File: config.mk
export PLATFORM = sky130hd
export DESIGN_NAME = adcrd_top
export DESIGN_NICKNAME = d
export VERILOG_FILES = /design/src/inc/adcrd_pkg.sv /design/src/inc/adcrd_ser_if.sv /design/src/hw/adcrd_top.sv /design/src/hw/adcrd_ser.sv
export SDC_FILE = /design/constraint.sdc
export NUM_CORES = 1
export LEC_CHECK = 0
export ABC_AREA = 1
export BUFFER_PORTS_ARGS = -buffer_cell sky130_fd_sc_hd__buf_2
export CAP_MARGIN = 20
export CORE_ASPECT_RATIO = 0.5
export CORE_MARGIN = 10
export CORE_UTILIZATION = 30
export DETAILED_ROUTE_END_ITERATION = 16
export GPL_TIMING_DRIVEN = 0
export PLACE_DENSITY = 0.57
export SLEW_MARGIN = 20
export SYNTH_ARGS = -nofsm -noshare
export SYNTH_HDL_FRONTEND = slang
export SYNTH_HIERARCHICAL = 1
export SYNTH_SLANG_ARGS = --single-unit
export TNS_END_PERCENT = 20
File: constraint.sdc
create_clock -name i_clk -period 2.4 [get_ports i_clk]
set_input_delay 0.6 -clock i_clk [delete_from_list [all_inputs] [get_ports i_clk]]
set_output_delay 0.6 -clock i_clk [all_outputs]
set_load 0.005 [all_outputs]
File: src/inc/adcrd_pkg.sv
// constants, types and helpers shared by the converter readout block
// assumes a single 20 MHz system clock; all times are in ns
package adcrd_pkg;

	// ************************************************************
	// clock and timing
	// ************************************************************
	localparam int CLK_NS = 50;
	localparam int T_BUSY_RISE_NS = 23;
	localparam int T_CONV_FAST_NS = 283;
	localparam int T_CONV_NORMAL_NS = 430;
	localparam int T_CONV_SCALED_NS = 560;
	localparam int T_RST_BUSY_NS = 600;
	localparam int T_BUS_DRIVE_NS = 20;
	localparam int T_SCLK_MAX0_NS = 12;
	localparam int T_SCLK_MAX1_NS = 25;
	localparam int T_SCLK_MAX2_NS = 50;
	localparam int T_SCLK_MAX3_NS = 100;

	// longest time rounded down to whole cycles, never below one
	function automatic int cyc_floor(input int t_ns);
		cyc_floor = (t_ns / CLK_NS < 1) ? 1 : t_ns / CLK_NS;
	endfunction : cyc_floor

	localparam logic [7:0] BUSY_RISE_CYC = 8'(cyc_floor(T_BUSY_RISE_NS));
	localparam logic [7:0] CONV_CYC_FAST = 8'(cyc_floor(T_CONV_FAST_NS));
	localparam logic [7:0] CONV_CYC_NORMAL = 8'(cyc_floor(T_CONV_NORMAL_NS));
	localparam logic [7:0] CONV_CYC_SCALED = 8'(cyc_floor(T_CONV_SCALED_NS));
	localparam logic [7:0] RST_BUSY_CYC = 8'(cyc_floor(T_RST_BUSY_NS));
	localparam logic [7:0] BUS_DRIVE_CYC = 8'(cyc_floor(T_BUS_DRIVE_NS));

	// ************************************************************
	// modes, states, registers
	// ************************************************************
	typedef enum logic [1:0] {
		ADCRD_NORMAL = 2'h0,
		ADCRD_FAST = 2'h1,
		ADCRD_SCALED = 2'h2,
		ADCRD_WIDE = 2'h3
	} adcrd_mode_t;

	typedef enum logic [2:0] {
		ST_IDLE = 3'h0,
		ST_CONV = 3'h1,
		ST_SER = 3'h3,
		ST_DONE = 3'h2,
		ST_RST = 3'h6
	} adcrd_state_t;

	localparam int RESULT_W = 16;
	localparam logic [7:0] REG_CTRL = 8'h00;
	localparam logic [7:0] REG_STATUS = 8'h04;
	localparam logic [7:0] REG_RESULT = 8'h08;
	localparam int CTRL_SER_EN = 0;
	localparam int CTRL_DIV_LSB = 1;
	localparam logic [2:0] CTRL_RESET = 3'h0;
	localparam int STAT_BUSY = 0;
	localparam int STAT_VALID = 1;
	localparam int STAT_MODE_LSB = 2;

	// wideband fast shares every figure of fast mode
	function automatic logic [7:0] conv_cyc(input adcrd_mode_t m);
		case (m)
			ADCRD_FAST, ADCRD_WIDE: conv_cyc = CONV_CYC_FAST;
			ADCRD_SCALED: conv_cyc = CONV_CYC_SCALED;
			default: conv_cyc = CONV_CYC_NORMAL;
		endcase
	endfunction : conv_cyc

	// half period of the serial clock, from its longest period
	function automatic logic [7:0] sclk_half(input logic [1:0] div);
		case (div)
			2'h0: sclk_half = 8'(cyc_floor(T_SCLK_MAX0_NS / 2));
			2'h1: sclk_half = 8'(cyc_floor(T_SCLK_MAX1_NS / 2));
			2'h2: sclk_half = 8'(cyc_floor(T_SCLK_MAX2_NS / 2));
			default: sclk_half = 8'(cyc_floor(T_SCLK_MAX3_NS / 2));
		endcase
	endfunction : sclk_half

endpackage : adcrd_pkg

File: src/inc/adcrd_ser_if.sv
// link between the conversion sequencer and the master serial shifter
// assumes both ends run on the same clock
`timescale 1ns/1ps
interface adcrd_ser_if;
	logic start;
	logic [15:0] word;
	logic [1:0] div;
	logic done;
	logic sync;
	logic sclk;
	logic sdo;
	modport ctl (output start, word, div, input done, sync, sclk, sdo);
	modport ser (input start, word, div, output done, sync, sclk, sdo);
endinterface : adcrd_ser_if

File: src/hw/adcrd_top.sv
// conversion sequencer and readout of a 16-bit successive-approximation converter
// assumes pins are asynchronous to i_clk; the code input comes from the
// comparator logic on i_clk and is stable at the end of conversion
//
// The register addresses and the APB interface to the registers were chosen for this implementation.
`timescale 1ns/1ps
module adcrd_top
	import adcrd_pkg::*;
(
	input wire logic i_clk,
	input wire logic i_rst_n,
	input wire logic i_psel,
	input wire logic i_penable,
	input wire logic i_pwrite,
	input wire logic [7:0] i_paddr,
	input wire logic [31:0] i_pwdata,
	output logic [31:0] o_prdata,
	output logic o_pready,
	output logic o_pslverr,
	input wire logic i_convert_start_n,
	input wire logic i_fast_sel,
	input wire logic i_power_sel,
	input wire logic i_cs_n,
	input wire logic i_bus_req_n,
	input wire logic [15:0] i_conv_code,
	output logic o_busy,
	output logic [15:0] o_data,
	output logic o_data_oe_n,
	output logic o_frame_sync,
	output logic o_frame_sync_oe_n,
	output logic o_serial_clk,
	output logic o_serial_clk_oe_n,
	output logic o_serial_data_out,
	output logic o_serial_data_out_oe_n
);

	adcrd_ser_if ser_if ();

	logic [2:0] cnv_sync_r;
	logic [1:0] fast_sync_r, power_sync_r, cs_sync_r, req_sync_r;
	adcrd_state_t st_r;
	adcrd_mode_t mode_r;
	logic [7:0] cnt_r;
	logic busy_r;
	logic res_upd_r;
	logic valid_r;
	logic [15:0] result_r;
	logic ser_run_r;
	logic [2:0] ctrl_r;
	logic data_oe_n_r;
	logic ser_oe_n_r;
	logic [31:0] prdata_r;
	logic pready_r;
	logic pslverr_r;
	logic cnv_fall;
	logic apb_acc;
	logic result_read;

	// ************************************************************
	// pin synchronisers
	// ************************************************************
	always_ff @(posedge i_clk) begin
		if (!i_rst_n) begin
			cnv_sync_r <= 3'h7;
			fast_sync_r <= 2'h0;
			power_sync_r <= 2'h0;
			cs_sync_r <= 2'h3;
			req_sync_r <= 2'h3;
		end else begin
			cnv_sync_r <= {cnv_sync_r[1:0], i_convert_start_n};
			fast_sync_r <= {fast_sync_r[0], i_fast_sel};
			power_sync_r <= {power_sync_r[0], i_power_sel};
			cs_sync_r <= {cs_sync_r[0], i_cs_n};
			req_sync_r <= {req_sync_r[0], i_bus_req_n};
		end
	end

	// falling strobe, seen past the two synchronising stages
	assign cnv_fall = cnv_sync_r[2] && !cnv_sync_r[1];

	// ************************************************************
	// conversion sequencer
	// ************************************************************
	// a strobe arriving while busy is ignored: the converter cannot restart
	always_ff @(posedge i_clk) begin
		if (!i_rst_n) begin
			st_r <= ST_RST;
			cnt_r <= 8'h00;
			busy_r <= 1'b1;
			mode_r <= ADCRD_NORMAL;
			res_upd_r <= 1'b0;
			ser_run_r <= 1'b0;
			result_r <= 16'h0000;
		end else begin
			res_upd_r <= 1'b0;
			case (st_r)
				ST_RST: begin
					cnt_r <= cnt_r + 8'h01;
					if (cnt_r == RST_BUSY_CYC - 8'h01) begin
						busy_r <= 1'b0;
						st_r <= ST_IDLE;
					end
				end
				ST_IDLE: begin
					if (cnv_fall) begin
						// mode sampled per conversion
						mode_r <= adcrd_mode_t'({power_sync_r[1], fast_sync_r[1]});
						busy_r <= 1'b1;
						cnt_r <= 8'h00;
						st_r <= ST_CONV;
					end
				end
				ST_CONV: begin
					cnt_r <= cnt_r + 8'h01;
					// result latched one cycle before busy falls when CTRL_SER_EN is clear
					if (cnt_r == conv_cyc(mode_r) - 8'h02) begin
						result_r <= i_conv_code;
						res_upd_r <= 1'b1;
						if (ctrl_r[CTRL_SER_EN]) begin
							ser_run_r <= 1'b1;
							st_r <= ST_SER;
						end else begin
							st_r <= ST_DONE;
						end
					end
				end
				ST_DONE: begin
					busy_r <= 1'b0;
					st_r <= ST_IDLE;
				end
				ST_SER: begin
					if (ser_if.done) begin
						busy_r <= 1'b0;
						ser_run_r <= 1'b0;
						st_r <= ST_IDLE;
					end
				end
				default: begin
					st_r <= ST_IDLE;
					busy_r <= 1'b0;
				end
			endcase
		end
	end

	// start pulse rides on the latch cycle so sync follows at once
	assign ser_if.start = res_upd_r && ser_run_r;
	assign ser_if.word = result_r;
	assign ser_if.div = ctrl_r[CTRL_DIV_LSB +: 2];

	adcrd_ser u_ser (
		.i_clk(i_clk),
		.i_rst_n(i_rst_n),
		.ser(ser_if.ser)
	);

	// ************************************************************
	// pin drivers
	// ************************************************************
	always_ff @(posedge i_clk) begin
		if (!i_rst_n) begin
			data_oe_n_r <= 1'b1;
			ser_oe_n_r <= 1'b1;
		end else begin
			data_oe_n_r <= cs_sync_r[1] || req_sync_r[1];
			ser_oe_n_r <= cs_sync_r[1];
		end
	end

	assign o_busy = busy_r;
	assign o_data = result_r;
	assign o_data_oe_n = data_oe_n_r;
	assign o_frame_sync = ser_if.sync;
	assign o_serial_clk = ser_if.sclk;
	assign o_serial_data_out = ser_if.sdo;
	assign o_frame_sync_oe_n = ser_oe_n_r;
	assign o_serial_clk_oe_n = ser_oe_n_r;
	assign o_serial_data_out_oe_n = ser_oe_n_r;

	// ************************************************************
	// apb slave
	// ************************************************************
	// one wait-free access phase; read data is prepared in the setup cycle
	assign apb_acc = i_psel && i_penable && pready_r;
	assign result_read = apb_acc && !i_pwrite && i_paddr == REG_RESULT;

	always_ff @(posedge i_clk) begin
		if (!i_rst_n) begin
			prdata_r <= 32'h0000_0000;
			pready_r <= 1'b0;
			pslverr_r <= 1'b0;
		end else if (i_psel && !i_penable) begin
			pready_r <= 1'b1;
			pslverr_r <= !(i_paddr == REG_CTRL || i_paddr == REG_STATUS ||
				i_paddr == REG_RESULT);
			case (i_paddr)
				REG_CTRL: prdata_r <= {29'h0000_0000, ctrl_r};
				REG_STATUS: prdata_r <= {28'h000_0000, mode_r, valid_r, busy_r};
				REG_RESULT: prdata_r <= {16'h0000, result_r};
				default: prdata_r <= 32'h0000_0000;
			endcase
		end else begin
			pready_r <= 1'b0;
			pslverr_r <= 1'b0;
		end
	end

	always_ff @(posedge i_clk) begin
		if (!i_rst_n) begin
			ctrl_r <= CTRL_RESET;
		end else if (apb_acc && i_pwrite && i_paddr == REG_CTRL) begin
			ctrl_r <= i_pwdata[2:0];
		end
	end

	// a fresh result wins over a read that clears the flag
	always_ff @(posedge i_clk) begin
		if (!i_rst_n) begin
			valid_r <= 1'b0;
		end else if (res_upd_r) begin
			valid_r <= 1'b1;
		end else if (result_read) begin
			valid_r <= 1'b0;
		end
	end

	assign o_prdata = prdata_r;
	assign o_pready = pready_r;
	assign o_pslverr = pslverr_r;

	// ************************************************************
	// checks
	// ************************************************************
	logic [7:0] busy_cnt_r;
	always_ff @(posedge i_clk) begin
		if (!i_rst_n || !busy_r) begin
			busy_cnt_r <= 8'h00;
		end else if (busy_cnt_r != 8'hFF) begin
			busy_cnt_r <= busy_cnt_r + 8'h01;
		end
	end
endmodule : adcrd_top

File: src/hw/adcrd_ser.sv
// master serial shifter: frame sync, internal serial clock, data msb first
// assumes the sequencer pulses start only while the shifter is idle
`timescale 1ns/1ps
module adcrd_ser
	import adcrd_pkg::*;
(
	input wire logic i_clk,
	input wire logic i_rst_n,
	adcrd_ser_if.ser ser
);

	logic active_r;
	logic [7:0] hcnt_r;
	logic [7:0] half_r;
	logic [4:0] bits_r;
	logic [15:0] sh_r;

	// ************************************************************
	// shifter
	// ************************************************************
	always_ff @(posedge i_clk) begin
		if (!i_rst_n) begin
			active_r <= 1'b0;
			hcnt_r <= 8'h00;
			half_r <= 8'h01;
			bits_r <= 5'h00;
			sh_r <= 16'h0000;
			ser.sync <= 1'b0;
			ser.sclk <= 1'b0;
			ser.sdo <= 1'b0;
			ser.done <= 1'b0;
		end else begin
			ser.done <= 1'b0;
			if (ser.start) begin
				// sync leads the first clock edge by a whole half period
				active_r <= 1'b1;
				half_r <= sclk_half(ser.div);
				hcnt_r <= sclk_half(ser.div) - 8'h01;
				bits_r <= 5'h10;
				sh_r <= ser.word;
				ser.sync <= 1'b1;
				ser.sclk <= 1'b0;
				ser.sdo <= ser.word[15];
			end else if (active_r) begin
				if (hcnt_r != 8'h00) begin
					hcnt_r <= hcnt_r - 8'h01;
				end else begin
					hcnt_r <= half_r - 8'h01;
					if (!ser.sclk) begin
						ser.sclk <= 1'b1;
					end else begin
						ser.sclk <= 1'b0;
						if (bits_r == 5'h01) begin
							// sync drops on the last falling edge, not before
							ser.sync <= 1'b0;
							active_r <= 1'b0;
							ser.done <= 1'b1;
						end else begin
							sh_r <= {sh_r[14:0], 1'b0};
							ser.sdo <= sh_r[14];
							bits_r <= bits_r - 5'h01;
						end
					end
				end
			end
		end
	end
endmodule : adcrd_ser

==> results of run 1 <==
cell families after synthesis:
logic type	count (synthesis)	synth area share [%]
multiplexers	10	2.48
flip-flops	100	44.1
adder cells (fa/ha/maj)	5	1.38
AO/OA/AOI/OAI	85	9.73
XOR/XNOR	4	0.771
AND/OR/NAND/NOR	306	29.6
other	1	0.0826
buffers and inverters	109	11.8
placed cells by master (no fill, tap or decap), drive strengths merged, types with 2 or more instances in the layout:
cell,netlist,routed
a21oi,56,56
buf,34,112
clkbuf,7,17
clkinv,1,3
clkinvlp,0,2
conb,1,16
dfxtp,100,100
ha,5,5
inv,67,68
mux2,10,10
nand2,148,148
nand3,51,51
nand3b,2,2
nand4,3,3
nor2,79,79
nor3,8,8
o21ai,27,27
or2,12,12
xor2,4,4
final cells by class:
class,instances,area share (%)
buffer,41,5.11
clock buffer,10,4.13
tap,198,4.47
sequential,100,36.2
clock inverter,6,1.33
multi-input combinational,426,37.1
timing repair buffer,78,7.05
inverter,68,4.61
critical path, delay by kind of cell, from the launching register on:
kind	cells	cell delay, ns
simple gates	3	0.72
flops	1	0.31
buf+inv	4	0.56
worst max path at each step:
stage	start	slack, ns	to
2_1_floorplan	i_rst_n	0.90	res_upd_r$_SDFF_PN0_
3_3_place_gp	i_rst_n	0.34	res_upd_r$_SDFF_PN0_
3_5_place_dp	i_rst_n	0.34	cnt_r[4]$_SDFFE_PN0P_
4_1_cts	i_rst_n	0.71	valid_r$_SDFFE_PN0P_
5_1_grt	i_rst_n	0.52	valid_r$_SDFFE_PN0P_
6_report	ser_run_r$_SDFFE_PN0P_	0.66	u_ser/ser.done$_SDFF_PP0_
power by group:
part           internal [uW]  switching (uW)
clock                    820             656
sequential              1720            53.6
combinational            145             228
total                   2690             937
metrics by stage:
step | area, um2 | power [uW] | utilization, %
3_5_place_dp | 5240 | 2190 | 35.8
2_1_floorplan | 4600 | 2060 | -
6_report | 5540 | 3620 | 37.9
5_1_grt | 5540 | 3810 | 37.9
4_1_cts | 5540 | 3680 | 37.9
3_3_place_gp | 5240 | 2180 | 35.8
registers in the layout, summed over array words and instances, names as in the netlist, 2 cells and up:
register      count
cnt_r             8
cnv_sync_r        3
cs_sync_r         2
ctrl_r            3
fast_sync_r       2
mode_r            2
o_data           16
o_prdata         16
power_sync_r      2
req_sync_r        2
st_r              3
u_ser/bits_r      5
u_ser/hcnt_r      8
u_ser/sh_r       15
routing by layer:
metal / GRT usage (%) / share of wire [%]
met1: 12.7 / 45
met2: 19.6 / 51
met3: 2.58 / 3.0
met4: 2.57 / 0.55
met5: 0 / 0
==> impl_results.html, run 1 <==
<table>
<tr><th>Metric</th><th>Value</th></tr>
<tr><th colspan="2">Status</th></tr>
<tr><td>Status</td><td>finished clean</td></tr>
<tr><th colspan="2">CTS</th></tr>
<tr><td>Number of H-tree levels</td><td>3</td></tr>
<tr><td>Clock buffer depth</td><td>2</td></tr>
<tr><td>CTS tree</td><td>built</td></tr>
<tr><td>Clock slew at reported path FFs</td><td>0.07 ns</td></tr>
<tr><td>Post-CTS setup buffer count</td><td>0</td></tr>
<tr><td>Insertion delay to the later sink of the worst-skew pair</td><td>0.34 ns</td></tr>
<tr><td>Clock sink count</td><td>100</td></tr>
<tr><td>Count of hold buffers inserted by post-cts repair</td><td>0</td></tr>
<tr><td>Number of gates resized after cts</td><td>0</td></tr>
<tr><td>Clock buffers created by TritonCTS</td><td>9</td></tr>
<tr><td>Cell chosen for the clock root</td><td>sky130_fd_sc_hd__clkbuf_16</td></tr>
<tr><th colspan="2">Worst setup path</th></tr>
<tr><td>Slowest stage delay, CP</td><td>0.40 ns</td></tr>
<tr><td>Reg2Reg Launch Point</td><td>ser_run_r$_SDFFE_PN0P_</td></tr>
<tr><td>Critical-path maximum fanout</td><td>10</td></tr>
<tr><td>Required time of the critical path</td><td>2.60 ns</td></tr>
<tr><td>Crit path cell chain</td><td>nand2_1 -&gt; inv_1 -&gt; buf_4 -&gt; buf_2 -&gt; nor2_1 -&gt; inv_1 -&gt; nor3_1</td></tr>
<tr><td>Length in cells of the worst reg-to-reg path</td><td>7</td></tr>
<tr><td>Endpoint kind of the worst setup timing path</td><td>register</td></tr>
<tr><td>Startpoint-to-endpoint class of the critical path</td><td>reg2reg</td></tr>
<tr><td>Slowest cell on the critical path</td><td>sky130_fd_sc_hd__nor3_1</td></tr>
<tr><td>Worst R2R Setup Slack</td><td>0.66 ns</td></tr>
<tr><td>Arrival time at the worst endpoint</td><td>1.94 ns</td></tr>
<tr><td>Destination of the worst register-to-register timing path</td><td>u_ser/ser.done$_SDFF_PP0_</td></tr>
<tr><td>Cell repeated most along the worst path</td><td>sky130_fd_sc_hd__inv_1</td></tr>
<tr><td>Type of element launching the critical path</td><td>register</td></tr>
<tr><th colspan="2">GRT</th></tr>
<tr><td>Global-route wire length before repair</td><td>18,800 um</td></tr>
<tr><td>Number of antenna violations at the first check in global routing</td><td>0</td></tr>
<tr><td>Global-route congestion overflow total</td><td>0</td></tr>
<tr><td>Tot GR Track Use</td><td>10.8%</td></tr>
<tr><td>Pin count of the biggest net entering global routing</td><td>18</td></tr>
<tr><td>Via count of the first global-routing pass</td><td>approximately 3,800</td></tr>
<tr><th colspan="2">STA</th></tr>
<tr><td>Total count of max-transition violations in the final report</td><td>0</td></tr>
<tr><td>Setup repair after global routing missed its margin</td><td>false</td></tr>
<tr><td>Final hold slack</td><td>0.413 ns</td></tr>
<tr><td>Final worst path period share</td><td>72.3%</td></tr>
<tr><td>Transition time at the pin with the least slew margin</td><td>roughly 0.5 ns</td></tr>
<tr><td>Minimum clock period after layout</td><td>approximately 1.7 ns</td></tr>
<tr><td>Count of endpoints failing hold in the final timing report</td><td>0</td></tr>
<tr><td>Highest Clock Rate</td><td>576 MHz</td></tr>
<tr><td>Setup slack of the critical path after layout</td><td>0.664 ns</td></tr>
<tr><td>Final-report setup violation count</td><td>0</td></tr>
<tr><td>Rel. slew slack</td><td>66.1%</td></tr>
<tr><td>Setup tns final</td><td>0 ns</td></tr>
<tr><td>Clock skew</td><td>just over 0.008 ns</td></tr>
<tr><th colspan="2">Cells and area</th></tr>
<tr><td>Area Growth Syn to Fin</td><td>22.0%</td></tr>
<tr><td>Number of nets in the final layout</td><td>between 700 and 800</td></tr>
<tr><td>Share of final-layout standard cells stronger than drive strength 1</td><td>about 23%</td></tr>
<tr><td># diodes</td><td>0</td></tr>
<tr><td>Count of non-filler cells in the finished layout</td><td>927</td></tr>
<tr><td>Filler cells</td><td>1,530</td></tr>
<tr><td>Multi-input combinational cell area</td><td>just over 0.002 mm2</td></tr>
<tr><td>FF/Latch Area</td><td>0.00200 mm2</td></tr>
<tr><th colspan="2">Place</th></tr>
<tr><td>Instance count after placement with tap cells included</td><td>911</td></tr>
<tr><td>Final GP Congestion</td><td>between 0.8 and 0.9</td></tr>
<tr><td>Detailed placer's ending HPWL</td><td>8830 um</td></tr>
<tr><td>IO Port Bufs</td><td>78</td></tr>
<tr><td>Setup slack at placement</td><td>0.339 ns</td></tr>
<tr><th colspan="2">Floorplan</th></tr>
<tr><td>Area of the die</td><td>0.0208 mm2</td></tr>
<tr><td>Horizontal extent of the die</td><td>194 um</td></tr>
<tr><td>Initial Utilization</td><td>31.1%</td></tr>
<tr><td>Core region area</td><td>about 0.015 mm2</td></tr>
<tr><td>I/O pin count</td><td>124</td></tr>
<tr><td>Die Y-Extent</td><td>roughly 110 um</td></tr>
<tr><td>Rows</td><td>31</td></tr>
<tr><th colspan="2">Synthesis</th></tr>
<tr><td>FF+latch count, synth</td><td>100</td></tr>
<tr><td>Gate Count Post-Synth</td><td>620</td></tr>
<tr><td>Number of distinct library cells after synthesis</td><td>34</td></tr>
<tr><td>Top cell types by occurrence after synthesis</td><td>142 x sky130_fd_sc_hd__nand2_1, 100 x sky130_fd_sc_hd__dfxtp_1, 73 x sky130_fd_sc_hd__nor2_1</td></tr>
<tr><td>Share of the synthesized area in the top cell type</td><td>44.1%</td></tr>
<tr><td>Main synth FF type</td><td>sky130_fd_sc_hd__dfxtp_1</td></tr>
<tr><td>Average instance area after synthesis</td><td>7.32 um2</td></tr>
<tr><td>Proportion of synthesized flip-flops having asynchronous set or reset</td><td>0%</td></tr>
<tr><td>Leading cell types by total area after synthesis</td><td>sky130_fd_sc_hd__dfxtp_1 44%, sky130_fd_sc_hd__nand2_1 12%, sky130_fd_sc_hd__a21oi_1 6.1%</td></tr>
<tr><td>Post-synth design cell area</td><td>0.00454 mm2</td></tr>
<tr><td>Number of synthesized flops with an enable pin</td><td>0</td></tr>
<tr><td>Cell type with the highest aggregate area in the netlist</td><td>sky130_fd_sc_hd__dfxtp_1</td></tr>
<tr><td>Library cell with the highest instance count after synthesis</td><td>sky130_fd_sc_hd__nand2_1</td></tr>
<tr><td>Share of the yosys chip area belonging to registers</td><td>44.1%</td></tr>
<tr><td>Total of warnings raised by yosys</td><td>6</td></tr>
<tr><th colspan="2">Routing</th></tr>
<tr><td>WL per Instance</td><td>12.3 um</td></tr>
<tr><td>Detail Route Antenna Nets</td><td>0</td></tr>
<tr><td>Remaining routing DRC violations</td><td>0</td></tr>
<tr><td>Post-detailed-routing wire length</td><td>11,400 um</td></tr>
<tr><td>Violation count after the first detailed-routing iteration</td><td>212</td></tr>
<tr><td>Via count of the routed design</td><td>roughly 4,000</td></tr>
<tr><td>Number of iterations in the first detailed-routing pass</td><td>4</td></tr>
<tr><td>Via density per instance</td><td>4.32</td></tr>
<tr><th colspan="2">Worst hold path</th></tr>
<tr><td>Min-Delay Startpoint</td><td>req_sync_r[1]$_SDFF_PN1_</td></tr>
<tr><td>Min-Delay Path Class</td><td>reg2reg</td></tr>
<tr><td>Worst hold path depth</td><td>1</td></tr>
<tr><td>Worst Hold End</td><td>o_data_oe_n$_SDFF_PN1_</td></tr>
<tr><th colspan="2">Power</th></tr>
<tr><td>Pwr/cell area</td><td>~650 mW/mm2</td></tr>
<tr><td>Static leakage</td><td>0.00261 uW</td></tr>
<tr><td>Max rail drop VDD</td><td>0.330 mV</td></tr>
<tr><th colspan="2">Run</th></tr>
<tr><td>Max Cap Viol</td><td>0</td></tr>
</table>
Note: power is estimated with default switching activity, not from simulation.
==> run 2: changes to the inputs <==
- clock period: 2.4 -> 1.7 ns (I/O delays scaled with it)
==> run 2 against run 1 <==
Register-to-register slack lost 0.55 ns. Die area is the same. Fmax grew 9.2%. Sequential share of layout area shrank 0.051 points. Largest power group unchanged. Sequential cell count is the same. Clock skew is essentially flat. Critical path depth is the same. Utilization grew 0.077 points. Setup slack lost 0.55 ns. Largest cell class unchanged.
==> impl_results.html, run 2 (synthesis gave the netlist of run 1 again) <==
<table>
<tr><th>Metric</th><th>Value</th></tr>
<tr><th colspan="2">Status</th></tr>
<tr><td>Status</td><td>finished clean (unchanged)</td></tr>
<tr><th colspan="2">CTS</th></tr>
<tr><td>Insertion delay to the later sink of the worst-skew pair</td><td>0.34 ns (about the same)</td></tr>
<tr><td>Clock buffers created by TritonCTS</td><td>9 (unchanged)</td></tr>
<tr><td>Clock slew at reported path FFs</td><td>0.07 ns (about the same)</td></tr>
<tr><td>CTS tree</td><td>built (unchanged)</td></tr>
<tr><td>Post-CTS setup buffer count</td><td>0 (unchanged)</td></tr>
<tr><td>Clock buffer depth</td><td>2 (unchanged)</td></tr>
<tr><td>Cell chosen for the clock root</td><td>sky130_fd_sc_hd__clkbuf_16 (unchanged)</td></tr>
<tr><td>Number of H-tree levels</td><td>3 (unchanged)</td></tr>
<tr><td>Clock sink count</td><td>100 (unchanged)</td></tr>
<tr><th colspan="2">GRT</th></tr>
<tr><td>Global-route congestion overflow total</td><td>0 (unchanged)</td></tr>
<tr><td>Via count of the first global-routing pass</td><td>3,783 (unchanged)</td></tr>
<tr><td>Tot GR Track Use</td><td>10.8% (unchanged)</td></tr>
<tr><td>Number of antenna violations at the first check in global routing</td><td>0 (unchanged)</td></tr>
<tr><td>Global-route wire length before repair</td><td>18,800 um (unchanged)</td></tr>
<tr><td>Pin count of the biggest net entering global routing</td><td>18 (unchanged)</td></tr>
<tr><th colspan="2">Worst setup path</th></tr>
<tr><td>Critical Path Start</td><td>ser_run_r$_SDFFE_PN0P_ (unchanged)</td></tr>
<tr><td>Length in cells of the worst reg-to-reg path</td><td>7 (unchanged)</td></tr>
<tr><td>Crit path max-delay family</td><td>simple AND/OR/NAND/NOR gates (unchanged)</td></tr>
<tr><td>Depth of the critical timing path with buffers and inverters included</td><td>7 (unchanged)</td></tr>
<tr><td>Crit path cell chain</td><td>nand2_1 -&gt; inv_1 -&gt; buf_4 -&gt; buf_2 -&gt; nor2_1 -&gt; inv_1 -&gt; nor3_2 (was nand2_1 -&gt; inv_1 -&gt; buf_4 -&gt; buf_2 -&gt; nor2_1 -&gt; inv_1 -&gt; nor3_1)</td></tr>
<tr><td>Worst R2R Setup Slack</td><td>0.11 ns (was 0.66 ns)</td></tr>
<tr><td>Type of element launching the critical path</td><td>register (unchanged)</td></tr>
<tr><td>Reg2Reg Launch Point</td><td>ser_run_r$_SDFFE_PN0P_ (unchanged)</td></tr>
<tr><td>CP endpoint</td><td>u_ser/ser.done$_SDFF_PP0_ (unchanged)</td></tr>
<tr><td>Endpoint kind of the worst setup timing path</td><td>register (unchanged)</td></tr>
<tr><td>Startpoint-to-endpoint class of the critical path</td><td>reg2reg (unchanged)</td></tr>
<tr><td>Critical-path maximum fanout</td><td>10 (unchanged)</td></tr>
<tr><td>Slowest stage delay, CP</td><td>0.31 ns (was 0.40 ns)</td></tr>
<tr><td>Required time of the critical path</td><td>1.94 ns (was 2.60 ns)</td></tr>
<tr><td>Buf+Inv Stages, Crit Path</td><td>4 (unchanged)</td></tr>
<tr><td>Arrival time at the worst endpoint</td><td>1.83 ns (was 1.94 ns)</td></tr>
<tr><td>Cell repeated most along the worst path</td><td>sky130_fd_sc_hd__inv_1 (unchanged)</td></tr>
<tr><td>Slowest cell on the critical path</td><td>sky130_fd_sc_hd__dfxtp_1 (was sky130_fd_sc_hd__nor3_1)</td></tr>
<tr><td>Destination of the worst register-to-register timing path</td><td>u_ser/ser.done$_SDFF_PP0_ (unchanged)</td></tr>
<tr><th colspan="2">Floorplan</th></tr>
<tr><td>Initial Utilization</td><td>31.1% (unchanged)</td></tr>
<tr><td>Area of the die</td><td>0.0208 mm2 (unchanged)</td></tr>
<tr><td>Horizontal extent of the die</td><td>194 um (unchanged)</td></tr>
<tr><td>Core region area</td><td>0.0146 mm2 (unchanged)</td></tr>
<tr><td>I/O pin count</td><td>124 (unchanged)</td></tr>
<tr><td>Rows</td><td>31 (unchanged)</td></tr>
<tr><td>Die Y-Extent</td><td>107 um (unchanged)</td></tr>
<tr><th colspan="2">STA</th></tr>
<tr><td>Count of endpoints failing hold in the final timing report</td><td>0 (unchanged)</td></tr>
<tr><td>Minimum clock period after layout</td><td>1.59 ns (was 1.74 ns)</td></tr>
<tr><td>Final worst path period share</td><td>93.5% (was 72.3%)</td></tr>
<tr><td>Setup repair after global routing missed its margin</td><td>true (was false)</td></tr>
<tr><td>Clock skew</td><td>0.00854 ns (was 0.00813 ns)</td></tr>
<tr><td>Setup tns final</td><td>0 ns (unchanged)</td></tr>
<tr><td>Total count of max-transition violations in the final report</td><td>0 (unchanged)</td></tr>
<tr><td>Highest Clock Rate</td><td>629 MHz (was 576 MHz)</td></tr>
<tr><td>Final-report setup violation count</td><td>0 (unchanged)</td></tr>
<tr><th colspan="2">Run</th></tr>
<tr><td>Max Cap Viol</td><td>0 (unchanged)</td></tr>
<tr><th colspan="2">Power</th></tr>
<tr><td>Internal power summed over all cells</td><td>3800 uW (was 2690 uW)</td></tr>
<tr><td>Static leakage</td><td>0.00261 uW (about the same)</td></tr>
<tr><td>Net switching power of the design</td><td>1330 uW (was 937 uW)</td></tr>
<tr><td>Max rail drop VDD</td><td>0.467 mV (was 0.330 mV)</td></tr>
<tr><td>Share of power burned in the clock network</td><td>40.7% (about the same)</td></tr>
<tr><td>Pwr/cell area</td><td>924 mW/mm2 (was 654 mW/mm2)</td></tr>
<tr><td>Switching share of total power</td><td>25.9% (about the same)</td></tr>
<tr><td>Combinational Power Share</td><td>10.4% (was 10.3%)</td></tr>
<tr><td>Sequential share of power</td><td>48.9% (was 49.0%)</td></tr>
<tr><th colspan="2">Routing</th></tr>
<tr><td>Violation count after the first detailed-routing iteration</td><td>206 (was 212)</td></tr>
<tr><td>WL per Instance</td><td>12.3 um (about the same)</td></tr>
<tr><td>Remaining routing DRC violations</td><td>0 (unchanged)</td></tr>
<tr><td>Via density per instance</td><td>4.29 (was 4.32)</td></tr>
<tr><td>Detail Route Antenna Nets</td><td>0 (unchanged)</td></tr>
<tr><td>Via count of the routed design</td><td>3,979 (was 4,005)</td></tr>
<tr><td>Post-detailed-routing wire length</td><td>11,400 um (about the same)</td></tr>
<tr><td>Number of iterations in the first detailed-routing pass</td><td>4 (unchanged)</td></tr>
<tr><th colspan="2">Place</th></tr>
<tr><td>Detailed placer's ending HPWL</td><td>8830 um (unchanged)</td></tr>
<tr><td>Instance count after placement with tap cells included</td><td>911 (unchanged)</td></tr>
<tr><td>IO Port Bufs</td><td>78 (unchanged)</td></tr>
<tr><td>Final GP Congestion</td><td>0.801 (unchanged)</td></tr>
<tr><th colspan="2">Cells and area</th></tr>
<tr><td>Share of final-layout standard cells stronger than drive strength 1</td><td>23.3% (was 22.8%)</td></tr>
<tr><td>Count of non-filler cells in the finished layout</td><td>927 (unchanged)</td></tr>
<tr><td>Top library cells by usage in the layout, fill and taps aside</td><td>142 x sky130_fd_sc_hd__nand2_1, 99 x sky130_fd_sc_hd__dfxtp_1, 85 x sky130_fd_sc_hd__buf_2 (was 142 x sky130_fd_sc_hd__nand2_1, 100 x sky130_fd_sc_hd__dfxtp_1, 85 x sky130_fd_sc_hd__buf_2)</td></tr>
<tr><td># diodes</td><td>0 (unchanged)</td></tr>
<tr><td>Most common library cell in the layout ignoring fill and taps</td><td>sky130_fd_sc_hd__nand2_1 (unchanged)</td></tr>
<tr><td>Number of nets in the final layout</td><td>795 (unchanged)</td></tr>
<tr><td>Area Growth Syn to Fin</td><td>22.2% (was 22.0%)</td></tr>
<tr><th colspan="2">Worst hold path</th></tr>
<tr><td>Min-Delay Path Class</td><td>in2reg (was reg2reg)</td></tr>
</table>
[run 2: cell counts in the layout (fill, tap and decap cells not counted)]
Identical to the previous run, type by type.
[run 2: worst min-delay path by stage]
stage	startpoint	endpoint	slack, ns	cells past startpoint
after floorplan	fast_sync_r[0]$_SDFF_PN0_	fast_sync_r[1]$_SDFF_PN0_	0.39	2
after global placement	cs_sync_r[0]$_SDFF_PN1_	cs_sync_r[1]$_SDFF_PN1_	0.40	1
after detailed placement	req_sync_r[0]$_SDFF_PN1_	req_sync_r[1]$_SDFF_PN1_	0.40	1
after CTS	i_power_sel	power_sync_r[0]$_SDFF_PN0_	0.25	3
after global routing	i_bus_req_n	req_sync_r[0]$_SDFF_PN1_	0.26	2
final	i_power_sel	power_sync_r[0]$_SDFF_PN0_	0.26	3
[run 2: layer usage]
| metal | track usage, % | vias to the layer above | wire length [um] |
|---|---|---|---|
| met5 | 0 | - | 0 |
| li1 | - | 2141 | - |
| met4 | 2.57 | 0 | 63 |
| met1 | 12.7 | 1777 | 5140 |
| met3 | 2.58 | 5 | 366 |
| met2 | 19.6 | 56 | 5860 |
[run 2: power groups by stage]
stage | logic (uW) | clock network, uW | registers (uW)
after floorplan | 368 | 0 | 2540
after global placement | 523 | 0 | 2560
after detailed placement | 526 | 0 | 2560
after CTS | 529 | 2160 | 2510
after global routing | 625 | 2240 | 2520
final | 533 | 2080 | 2510
[run 2: area by class of cell]
type / count / area (um2)
inverter: 68 / 255
buffer: 41 / 283
multi-input combinational: 426 / 2070
clock buffer: 10 / 229
timing repair buffer: 78 / 390
fill: 1528 / 9070
sequential: 100 / 2000
tap: 198 / 248
clock inverter: 6 / 73.8
[run 2: worst register-to-register path: cells and delay by family, from the launching register on]
| kind | cells | cell delay, ns |
|---|---|---|
| AND/OR/NAND/NOR | 3 | 0.62 |
| flip-flops | 1 | 0.31 |
| buffers and inverters | 4 | 0.58 |
[run 2: per-stage QoR]
step                cell area, um2  utilization, %  hold slack, ns  setup WS (ns)  power (uW)
global placement              5240            35.8           0.399         -0.190        3080
detailed placement            5240            35.8           0.397         -0.186        3090
finish                        5550            37.9           0.263          0.111        5130
global route                  5550            37.9           0.262       -0.00151        5390
floorplan                     4600               -           0.390          0.281        2910
CTS                           5540            37.9           0.253         0.0101        5190
[run 2: timing repair]
| action | CTS | global route |
|---|---|---|
| hold buffers | 0 | 0 |
| hold endpoints to repair | 0 | 0 |
| setup endpoints to repair | 0 | 12 |
| gates resized for setup | 0 | 4 |
